### config.mk
export PLATFORM = sky130hd
export DESIGN_NAME = periodic_tick_divider_control
export DESIGN_NICKNAME = d
export VERILOG_FILES = /design/src/rtl/tick_pkg.sv /design/src/rtl/periodic_tick_divider_control.sv
export SDC_FILE = /design/constraint.sdc
export NUM_CORES = 1
export LEC_CHECK = 0
export BUFFER_PORTS_ARGS = -buffer_cell sky130_fd_sc_hd__buf_2
export CORE_MARGIN = 2
export CORE_UTILIZATION = 60
export DETAILED_ROUTE_END_ITERATION = 8
export GPL_TIMING_DRIVEN = 0
export PLACE_DENSITY = 0.8
export SYNTH_ARGS = -nofsm -noshare
export SYNTH_HDL_FRONTEND = slang
export SYNTH_SLANG_ARGS = --single-unit
### constraint.sdc
create_clock -name clk_sys -period 5.55 [get_ports clk_sys]
set_input_delay 1.11 -clock clk_sys [delete_from_list [all_inputs] [get_ports clk_sys]]
set_output_delay 1.11 -clock clk_sys [all_outputs]
set_load 0.02 [all_outputs]
### src/rtl/tick_pkg.sv
// constants for the periodic tick divider and low-power control block
// assumes a plain register port with one-cycle strobes and byte-wide registers
package tick_pkg;
    // register map, byte offsets on the local register port
    localparam logic [3:0] ADDR_LOOP_CTL   = 4'h0;
    localparam logic [3:0] ADDR_TICK_CTL   = 4'h1;
    localparam logic [3:0] ADDR_STATUS     = 4'h2;
    localparam logic [3:0] ADDR_IRQ_ENABLE = 4'h3;
    localparam logic [3:0] ADDR_IRQ_CLEAR  = 4'h4;
    localparam logic [3:0] ADDR_MODE_STAT  = 4'h5;
    // loop control bit positions
    localparam int BIT_TICK_IN_PSTOP = 2;
    localparam int BIT_WDOG_IN_PSTOP = 1;
    localparam int BIT_SELF_CLK_EN   = 0;
    // low-power config bit positions (own register at ADDR_MODE_STAT)
    localparam int BIT_TICK_STOP_WAIT = 1;
    localparam int BIT_WDOG_STOP_WAIT = 0;
    // status bit positions
    localparam int BIT_EV_TICK    = 0;
    localparam int BIT_EV_CM_RST  = 1;
    localparam int BIT_EV_SELFCLK = 2;
    localparam int NUM_EVENTS     = 3;
    // tick control fields
    localparam int PRE_LSB = 4;
    localparam int PRE_MSB = 6;
    localparam int MOD_MSB = 3;
    // reset values
    localparam logic [7:0] LOOP_CTL_RESET = 8'h00;
    localparam logic [7:0] TICK_CTL_RESET = 8'h00;
    localparam logic [2:0] PRE_OFF        = 3'h0;
    // prescale base exponent for code 001
    localparam int PRE_BASE_EXP = 10;
    localparam int PRE_CNT_W    = 16;
    localparam int WDOG_CNT_W   = 24;
    // low-power modes of the part
    typedef enum logic [1:0] {MODE_RUN, MODE_WAIT, MODE_PSTOP} power_mode_t;
endpackage

### src/rtl/periodic_tick_divider_control.sv
// periodic tick divider with pseudo-stop, wait and self-clock control bits
// assumes clk_sys is the oscillator clock; power mode and clock fail come
// from other logic on the same clock, so they pass no synchroniser
//
// Notes on behaviour
// - loop control bit 2 keeps tick divider running in pseudo-stop when set
// - tick divider frozen in pseudo-stop holds its count, not cleared
// - loop control bit 1 keeps watchdog divider running in pseudo-stop
// - watchdog divider frozen in pseudo-stop holds count, no reinit
// - self-clock enable: first write only in normal modes, any in special
// - self-clock enable cannot be cleared while self-clock is active
// - clock failure: monitor reset if enable is 0, self-clock if 1
// - every tick control write restarts the tick divider chain
// - tick control readable and writable at any time
// - prescale bits 6:4: 000 off, 001..111 divide by 2^10..2^16
// - modulus bits 3:0 divide by field value plus one
// - tick period equals modulus factor times prescale power of two
// - tick chain counts on the oscillator clock only
// - prescale resets to 000 so the tick is off
// - tick-stop-in-wait set: tick halts and clears on wait entry
// - watchdog-stop-in-wait set: halt and clear; write-once in normal modes
//
// Local design decisions: the placing of the registers and the address-and-strobe port.
`timescale 1ns/100ps
`default_nettype none
module periodic_tick_divider_control
(
    input  wire logic       clk_sys,
    input  wire logic       arst_n,
    input  wire logic [3:0] reg_addr,
    input  wire logic [7:0] reg_wdata,
    input  wire logic       reg_write,
    input  wire logic       reg_read,
    output logic      [7:0] reg_rdata,
    input  wire logic       special_mode,
    input  wire logic [1:0] power_mode,
    input  wire logic       clock_fail,
    output logic            periodic_tick,
    output logic            clock_monitor_reset,
    output logic            self_clock_active,
    output logic            watchdog_tick,
    output logic            irq
);

    logic [7:0]            loop_ctl_q;
    logic [7:0]            tick_ctl_q;
    logic [1:0]            lp_cfg_q;
    logic                  self_clk_written_q;
    logic                  wdog_cfg_written_q;
    logic                  self_clock_active_q;
    logic [tick_pkg::NUM_EVENTS-1:0] status_q;
    logic [tick_pkg::NUM_EVENTS-1:0] irq_en_q;
    logic [tick_pkg::PRE_CNT_W-1:0]  pre_cnt_q;
    logic [3:0]            mod_cnt_q;
    logic [tick_pkg::WDOG_CNT_W-1:0] wdog_cnt_q;
    logic                  periodic_tick_q;
    logic                  cm_reset_q;
    logic [1:0]            mode_prev_q;
    logic [7:0]            reg_rdata_q;

    logic                  wr_loop;
    logic                  wr_tick;
    logic                  wr_lpcfg;
    logic                  in_pstop;
    logic                  in_wait;
    logic                  wait_entry;
    logic [2:0]            pre_sel;
    logic [3:0]            mod_sel;
    logic [tick_pkg::PRE_CNT_W-1:0] pre_last;
    logic                  pre_wrap;
    logic                  tick_run;
    logic                  tick_clear;
    logic                  tick_done;
    logic                  wdog_run;
    logic                  wdog_clear;
    logic                  fail_cm;
    logic                  fail_scm;
    logic [tick_pkg::NUM_EVENTS-1:0] ev_set;
    logic [tick_pkg::NUM_EVENTS-1:0] ev_clr;
    logic                  wr_irq_en;
    logic                  wr_irq_clr;
    logic                  tick_pstop_hold;
    logic                  tick_wait_hold;
    logic                  wdog_pstop_hold;
    logic                  wdog_wait_hold;
    logic                  wdog_tick_q;
    logic [7:0]            rd_mux_d;

    // decode of the register port strobes; reads have no side effects,
    // so only the write strobe is decoded per register
    assign wr_loop    = reg_write && (reg_addr == tick_pkg::ADDR_LOOP_CTL);
    assign wr_tick    = reg_write && (reg_addr == tick_pkg::ADDR_TICK_CTL);
    assign wr_lpcfg   = reg_write && (reg_addr == tick_pkg::ADDR_MODE_STAT);
    assign wr_irq_en  = reg_write && (reg_addr == tick_pkg::ADDR_IRQ_ENABLE);
    assign wr_irq_clr = reg_write && (reg_addr == tick_pkg::ADDR_IRQ_CLEAR);

    // power mode decode; wait entry is the first cycle in wait
    // code 3 is not decoded, so it behaves as run
    assign in_pstop   = (power_mode == tick_pkg::MODE_PSTOP);
    assign in_wait    = (power_mode == tick_pkg::MODE_WAIT);
    assign wait_entry = in_wait && (mode_prev_q != tick_pkg::MODE_WAIT);

    // tick rate fields; bit 7 of the register is not stored
    assign pre_sel = tick_ctl_q[tick_pkg::PRE_MSB:tick_pkg::PRE_LSB];
    assign mod_sel = tick_ctl_q[tick_pkg::MOD_MSB:0];
    // last prescaler count is 2^(9+code)-1, a mask of ones
    assign pre_last = (pre_sel == tick_pkg::PRE_OFF) ? '0 :
        tick_pkg::PRE_CNT_W'((32'h1 << (tick_pkg::PRE_BASE_EXP - 1 + 32'(pre_sel))) - 32'h1);
    assign pre_wrap = (pre_cnt_q == pre_last);

    // run and clear terms of the tick chain; a pseudo-stop hold only
    // freezes the count, while a wait entry with the stop bit clears it
    assign tick_pstop_hold = in_pstop && !loop_ctl_q[tick_pkg::BIT_TICK_IN_PSTOP];
    assign tick_wait_hold  = in_wait && lp_cfg_q[tick_pkg::BIT_TICK_STOP_WAIT];
    assign tick_clear = wr_tick || (wait_entry && lp_cfg_q[tick_pkg::BIT_TICK_STOP_WAIT]);
    assign tick_run   = (pre_sel != tick_pkg::PRE_OFF)
        && !tick_pstop_hold
        && !tick_wait_hold;
    assign tick_done  = tick_run && pre_wrap && (mod_cnt_q == mod_sel);

    // watchdog divider run and clear terms; same split as the tick chain,
    // so a pseudo-stop never restarts the watchdog period
    assign wdog_pstop_hold = in_pstop && !loop_ctl_q[tick_pkg::BIT_WDOG_IN_PSTOP];
    assign wdog_wait_hold  = in_wait && lp_cfg_q[tick_pkg::BIT_WDOG_STOP_WAIT];
    assign wdog_clear = wait_entry && lp_cfg_q[tick_pkg::BIT_WDOG_STOP_WAIT];
    assign wdog_run   = !wdog_pstop_hold
        && !wdog_wait_hold;

    // crystal failure response picks reset or self-clock
    // the enable bit is read as stored, so a failure in the write cycle uses the old value
    assign fail_cm  = clock_fail && !loop_ctl_q[tick_pkg::BIT_SELF_CLK_EN];
    assign fail_scm = clock_fail && loop_ctl_q[tick_pkg::BIT_SELF_CLK_EN];

    // previous power mode for entry detection
    // reset value is run, so a part held in wait through reset still sees an entry
    always_ff @(posedge clk_sys or negedge arst_n)
    begin
        if (!arst_n)
        begin
            mode_prev_q <= tick_pkg::MODE_RUN;
        end
        else
        begin
            mode_prev_q <= power_mode;
        end
    end

    // loop control bits; self-clock enable has its own write guard
    always_ff @(posedge clk_sys or negedge arst_n)
    begin
        if (!arst_n)
        begin
            loop_ctl_q         <= tick_pkg::LOOP_CTL_RESET;
            self_clk_written_q <= 1'b0;
        end
        else if (wr_loop)
        begin
            loop_ctl_q[tick_pkg::BIT_TICK_IN_PSTOP] <= reg_wdata[tick_pkg::BIT_TICK_IN_PSTOP];
            loop_ctl_q[tick_pkg::BIT_WDOG_IN_PSTOP] <= reg_wdata[tick_pkg::BIT_WDOG_IN_PSTOP];
            // once-only in normal modes, clearing blocked in self-clock;
            // any write here uses up the one chance, whatever it holds
            if ((special_mode || !self_clk_written_q)
                && !(self_clock_active_q && !reg_wdata[tick_pkg::BIT_SELF_CLK_EN]))
            begin
                loop_ctl_q[tick_pkg::BIT_SELF_CLK_EN] <= reg_wdata[tick_pkg::BIT_SELF_CLK_EN];
            end
            self_clk_written_q <= 1'b1;
        end
    end

    // tick control register, plain read-write
    // no guard on writes, the counter restart is handled by the chain
    always_ff @(posedge clk_sys or negedge arst_n)
    begin
        if (!arst_n)
        begin
            tick_ctl_q <= tick_pkg::TICK_CTL_RESET;
        end
        else if (wr_tick)
        begin
            tick_ctl_q <= {1'b0, reg_wdata[6:0]};
        end
    end

    // wait-mode config; watchdog bit is write-once in normal modes
    always_ff @(posedge clk_sys or negedge arst_n)
    begin
        if (!arst_n)
        begin
            lp_cfg_q           <= 2'h0;
            wdog_cfg_written_q <= 1'b0;
        end
        else if (wr_lpcfg)
        begin
            lp_cfg_q[tick_pkg::BIT_TICK_STOP_WAIT] <= reg_wdata[tick_pkg::BIT_TICK_STOP_WAIT];
            // locking the watchdog bit keeps stray code from disarming it
            if (special_mode || !wdog_cfg_written_q)
            begin
                lp_cfg_q[tick_pkg::BIT_WDOG_STOP_WAIT] <= reg_wdata[tick_pkg::BIT_WDOG_STOP_WAIT];
            end
            wdog_cfg_written_q <= 1'b1;
        end
    end

    // prescaler and modulus counter on the oscillator clock
    always_ff @(posedge clk_sys or negedge arst_n)
    begin
        if (!arst_n)
        begin
            pre_cnt_q <= '0;
            mod_cnt_q <= 4'h0;
        end
        else if (tick_clear || tick_done)
        begin
            pre_cnt_q <= '0;
            mod_cnt_q <= 4'h0;
        end
        else if (tick_run)
        begin
            // freezing keeps the count so pseudo-stop resumes mid-period
            if (pre_wrap)
            begin
                pre_cnt_q <= '0;
                mod_cnt_q <= mod_cnt_q + 4'h1;
            end
            else
            begin
                pre_cnt_q <= pre_cnt_q + 1'b1;
            end
        end
    end

    // watchdog divider, handed to the watchdog as its carry output
    // it counts outside the pseudo-stop and wait holds; rate selection lives in the watchdog itself
    always_ff @(posedge clk_sys or negedge arst_n)
    begin
        if (!arst_n)
        begin
            wdog_cnt_q <= '0;
        end
        else if (wdog_clear)
        begin
            wdog_cnt_q <= '0;
        end
        else if (wdog_run)
        begin
            wdog_cnt_q <= wdog_cnt_q + 1'b1;
        end
    end

    // carry registered so the consumer never sees a wide and-gate glitch
    always_ff @(posedge clk_sys or negedge arst_n)
    begin
        if (!arst_n)
        begin
            wdog_tick_q <= 1'b0;
        end
        else
        begin
            wdog_tick_q <= &wdog_cnt_q;
        end
    end
    assign watchdog_tick = wdog_tick_q;

    // tick pulse output from a flop
    // one cycle late against the wrap, traded for a glitch-free pulse
    always_ff @(posedge clk_sys or negedge arst_n)
    begin
        if (!arst_n)
        begin
            periodic_tick_q <= 1'b0;
        end
        else
        begin
            periodic_tick_q <= tick_done;
        end
    end
    assign periodic_tick = periodic_tick_q;

    // self-clock mode latch; left only through reset, as the part restarts
    always_ff @(posedge clk_sys or negedge arst_n)
    begin
        if (!arst_n)
        begin
            self_clock_active_q <= 1'b0;
        end
        else if (fail_scm)
        begin
            self_clock_active_q <= 1'b1;
        end
    end

    // monitor reset request, high as long as the failure is reported
    always_ff @(posedge clk_sys or negedge arst_n)
    begin
        if (!arst_n)
        begin
            cm_reset_q <= 1'b0;
        end
        else
        begin
            cm_reset_q <= fail_cm;
        end
    end
    assign self_clock_active   = self_clock_active_q;
    assign clock_monitor_reset = cm_reset_q;

    // sticky events; a set in the clearing cycle wins
    assign ev_set[tick_pkg::BIT_EV_TICK]    = tick_done;
    assign ev_set[tick_pkg::BIT_EV_CM_RST]  = fail_cm;
    assign ev_set[tick_pkg::BIT_EV_SELFCLK] = fail_scm && !self_clock_active_q;
    assign ev_clr = wr_irq_clr ? reg_wdata[tick_pkg::NUM_EVENTS-1:0] : '0;

    genvar gi;
    generate
        for (gi = 0; gi < tick_pkg::NUM_EVENTS; gi = gi + 1)
        begin : g_ev
            always_ff @(posedge clk_sys or negedge arst_n)
            begin
                if (!arst_n)
                begin
                    status_q[gi] <= 1'b0;
                end
                else if (ev_set[gi])
                begin
                    status_q[gi] <= 1'b1;
                end
                else if (ev_clr[gi])
                begin
                    status_q[gi] <= 1'b0;
                end
            end
        end
    endgenerate

    // interrupt enable register
    // masking hides the request but leaves the sticky status untouched
    always_ff @(posedge clk_sys or negedge arst_n)
    begin
        if (!arst_n)
        begin
            irq_en_q <= '0;
        end
        else if (wr_irq_en)
        begin
            irq_en_q <= reg_wdata[tick_pkg::NUM_EVENTS-1:0];
        end
    end
    assign irq = |(status_q & irq_en_q);

    // read multiplexer; unmapped and write-only offsets read as zero,
    // which also keeps the clear register from echoing its last write
    always_comb
    begin
        rd_mux_d = 8'h00;
        case (reg_addr)
            tick_pkg::ADDR_LOOP_CTL:   rd_mux_d = {5'h00, loop_ctl_q[2:0]};
            tick_pkg::ADDR_TICK_CTL:   rd_mux_d = tick_ctl_q;
            tick_pkg::ADDR_STATUS:     rd_mux_d = {5'h00, status_q};
            tick_pkg::ADDR_IRQ_ENABLE: rd_mux_d = {5'h00, irq_en_q};
            tick_pkg::ADDR_MODE_STAT:  rd_mux_d = {5'h00, self_clock_active_q, lp_cfg_q};
            default:                   rd_mux_d = 8'h00;
        endcase
    end

    // read data one cycle after the strobe, zero otherwise
    always_ff @(posedge clk_sys or negedge arst_n)
    begin
        if (!arst_n)
        begin
            reg_rdata_q <= 8'h00;
        end
        else if (reg_read)
        begin
            reg_rdata_q <= rd_mux_d;
        end
        else
        begin
            reg_rdata_q <= 8'h00;
        end
    end
    assign reg_rdata = reg_rdata_q;

endmodule
`default_nettype wire

==> summary.md <==
| Metric | Value |
|---|---|
| Outcome | `completed` |
| Worst r2r dst | `pre_cnt_q[15]` |
| Root buffer cell | `clkbuf_8` |
| Global route overflow | `0` |
| Clock Path Buffers | `2` |
| Async S/R FF share, synth | `between 90% and 100%` |
| Met1 global-route usage | `~37%` |
| Cells on worst reg2reg path | `16` |
| CP arrival | `around 4100 ps` |
| Fraction of the yosys area taken by sequential cells | `44.6%` |
| Final TNS setup | `0 ps` |
| Yosys warns | `0` |
| Die Wd | `between 80 and 90 um` |
| Yosys cell types | `56` |
| Area contributors post-synth | `dfrtp_1 (45%), xor2_1 (5.3%), nor2_1 (5.0%)` |
| Total power | `between 1500 and 2000 uW` |
| Initial antenna violation count | `0` |
| Reg2Reg Setup Slack | `about 1600 ps` |
| CTS tree | `done` |
| Vias per inst | `between 5 and 6` |
| Hold_buf cts | `0` |
| Worst hold-check path type | `reg -> reg` |
| Vias | `between 3000 and 4000` |
| Resized Gates After CTS | `0` |
| Crit-path max cell delay | `between 400 and 500 ps` |
| Post-synth top area share | `between 40% and 50%` |
| # DRC | `0` |
| CTS sink cnt | `a little under 80` |
| Post-Syn Area | `roughly 4300 um^2` |
| Die height | `between 80 and 90 um` |
| DIE AREA | `a little under 8000 um^2` |
| Top Usage Layer GRT | `met2` |
| Detailed Route WL | `9830 um` |
| Placed insts | `about 600` |
| Clock share of power | `a little under a quarter` |
| Vias in the first global route | `3545` |
| Area leader, netlist | `dfrtp_1` |
| GR Util met2 | `between 40% and 50%` |
| Reg clk slew, reported paths | `around 80 ps` |
| Clock Latency Late Sink | `360 ps` |
| Routed length per instance | `15.9 um` |
| Final min period | `between 3000 and 4000 ps` |
| Max Slew Vio Count | `0` |
| PwrDens | `between 300 and 400 nW/um^2` |
| Initial Util | `a little over three fifths` |
| Fin cells | `a little over 600` |
| Relative slew slack | `about a third` |
| CP Capture Type | `flop` |
| Net total in the final layout | `about 540` |
| Worst R2R Start | `tick_ctl_q[5]` |
| Total GRT Usage | `27.2%` |
| CTS Buf Count | `9` |
| Startpoint Class | `flop` |
| Combinational share of power | `32.3%` |
| Register bit count reported by yosys | `77` |
| First-pass GRT wire length | `16400 um` |
| Core area | `6870 um^2` |
| CP Data Required Time | `5780 ps` |
| Share of cells above drive strength 1 | `15.1%` |
| Number of port buffers | `30` |
| Hold Path End | `wdog_cfg_written_q` |
| GPL Wtd Cong | `~0.9` |
| Switching power | `between 600 and 700 uW` |
| Setup Buffers After CTS | `0` |
| Part of the power in registers | `roughly 44%` |
| Ports | `33` |
| Max Cap Viol | `0` |
| Crit path max-delay family | `simple AND/OR/NAND/NOR gates` |
| P_leak | `between 0.002 and 0.0025 uW` |
| Post-route ant nets | `0` |
| Post-Syn Area per Cell | `around 9 um^2` |
| HPWL after DPL | `between 7000 and 8000 um` |
| RSZ-0062 raised after global routing | `false` |
| Hold Path Origin | `wdog_cfg_written_q` |
| WHS Path Cells | `2` |
| VDD IR max | `~250 uV` |
| Slowest CP cell | `o21ai_1` |
| Tcrit/Tclk final | `around 70%` |
| F_max | `256 MHz` |
| Syn Inst Count | `476` |
| Number of core rows | `30` |
| Count of final setup violators | `0` |
| CP Max Fanout | `10` |
| Final Hold Viols | `0` |
| Post-synth EDFFs | `0` |
| Cells along the critical path | `buf_6 > nand2_1 > inv_1 > ha_1 > nand2b_1 > or3_1 > ha_1 > buf_2 > inv_1 > a21oi_1 > a211o_1 > xnor2_1 > nor3b_1 > nand3_1 > o21ai_1 > nor2_1` |
| Pre-antenna DRT Iters | `5` |
| Met3 track demand over resource | `under 10%` |
| Fillcell total | `~580` |
| Layout Skew | `~14 ps` |
| Initial DRC Count | `201` |
| Worst-Margin Slew | `between 900 and 1000 ps` |
| N_diodes | `0` |
| Kind of critical path | `reg -> reg` |
| Largest net degree at the start of global routing | `51` |
| Internal power | `roughly 1100 uW` |
| Area delta synth->final | `11.2%` |
| Buf+Inv Stages, Crit Path | `4` |
| Sw Share | `36.5%` |
| Syn Nets | `501` |
| H-tree lvl count | `3` |
| Predominant post-synthesis flop cell | `dfrtp_1` |
-- worst min-delay path, cell delays in order, from the launching register on --
cell,delay [ps]
dfrtp_1,330
inv_1,40
o21ai_0,60
-- cell families (layout without fill, tap and decap cells) --
family	Yosys count	count (layout)	synth area share [%]
fa+ha+maj	5	5	1.45
mux	21	21	5.24
compound gates	90	90	13.2
other cells	2	2	0.174
simple gates	211	211	24.6
buf+inv	36	83	3.96
xor+xnor	34	34	6.89
flops	77	77	44.6
-- stage by stage --
stage	hold WS (ps)	util [%]	setup WS [ps]	instance area, um^2
after detailed placement	457	67.3	1710	4620
final	474	70.0	1640	4810
after global placement	438	66.9	1710	4590
after floorplan	424	-	2230	4320
after CTS	475	70.0	1690	4810
after global routing	486	70.0	1350	4810
-- worst max path at each step --
stage                             start       endpoint  slack (ps)  cells after the start
after CTS                 tick_ctl_q[5]  pre_cnt_q[15]        1690                     16
final                     tick_ctl_q[5]  pre_cnt_q[15]        1640                     16
after detailed placement  tick_ctl_q[5]  pre_cnt_q[15]        1710                     16
after global placement    tick_ctl_q[5]  pre_cnt_q[11]        1710                     16
after floorplan           tick_ctl_q[5]   mod_cnt_q[0]        2230                     16
after global routing      tick_ctl_q[5]  pre_cnt_q[13]        1350                     16
-- synthesized netlist by cell type, types with 3 or more instances --
library cell	number
a21oi_1	25
a31oi_1	6
and2_1	6
and3_1	12
and4_1	4
buf_2	8
buf_4	3
clkbuf_1	10
dfrtp_1	77
ha_1	5
inv_1	11
mux2_2	13
mux2i_1	8
nand2_1	45
nand2b_1	9
nand3_1	24
nand3b_1	6
nand4_1	5
nor2_1	58
nor2b_1	9
nor3_1	11
nor3b_1	4
nor4_1	5
o21ai_0	26
o21ai_1	3
o22a_1	3
or3_1	8
xnor2_1	8
xor2_1	26
-- routing by layer --
| metal | vias up | wire length (um) |
|---|---|---|
| met3 | 21 | 500 |
| li1 | 1758 | - |
| met5 | - | 0 |
| met2 | 110 | 4700 |
| met4 | 0 | 205 |
| met1 | 1766 | 4420 |
-- sequential cells by signal, indices dropped and copies added (netlist names) --
name                 flops
periodic_tick            1
status_q                 3
reg_rdata                7
loop_ctl_q               3
self_clock_active        1
self_clk_written_q       1
lp_cfg_q                 2
mod_cnt_q                4
watchdog_tick            1
irq_en_q                 3
tick_ctl_q               7
pre_cnt_q               16
wdog_cnt_q              24
clock_monitor_reset      1
mode_prev_q              2
wdog_cfg_written_q       1
-- cell type report --
| cell class | instances | area, um^2 | share of cell area, % |
|---|---|---|---|
| Multi-Input combinational cell | 363 | 2230 | 46.3 |
| Sequential cell | 77 | 1930 | 40.1 |
| Timing Repair Buffer | 31 | 180 | 3.75 |
| Clock buffer | 12 | 155 | 3.23 |
| Buffer | 25 | 130 | 2.71 |
| Tap cell | 96 | 120 | 2.50 |
| Inverter | 11 | 41.3 | 0.858 |
| Clock inverter | 4 | 30.0 | 0.624 |
-- power groups by stage --
stage | sequential, uW | clock, uW | combinational, uW
detailed placement | 752 | 0 | 541
floorplan | 729 | 0 | 411
global route | 756 | 430 | 611
CTS | 741 | 405 | 543
finish | 744 | 398 | 546
global placement | 745 | 0 | 517
-- placed cells by master, fill, tap and decap left out, types with 9 or more instances in the layout --
cell      instances
a21oi_1          25
o21ai_0          26
inv_1            11
nor2_1           58
nor2b_1           9
mux2_2           13
clkbuf_8         11
dfrtp_1          77
clkbuf_1         11
nand3_1          24
nand2_1          45
and3_1           12
nand2b_1          9
buf_2            37
xor2_1           26
nor3_1           11
(Power assumes the default switching activity.)
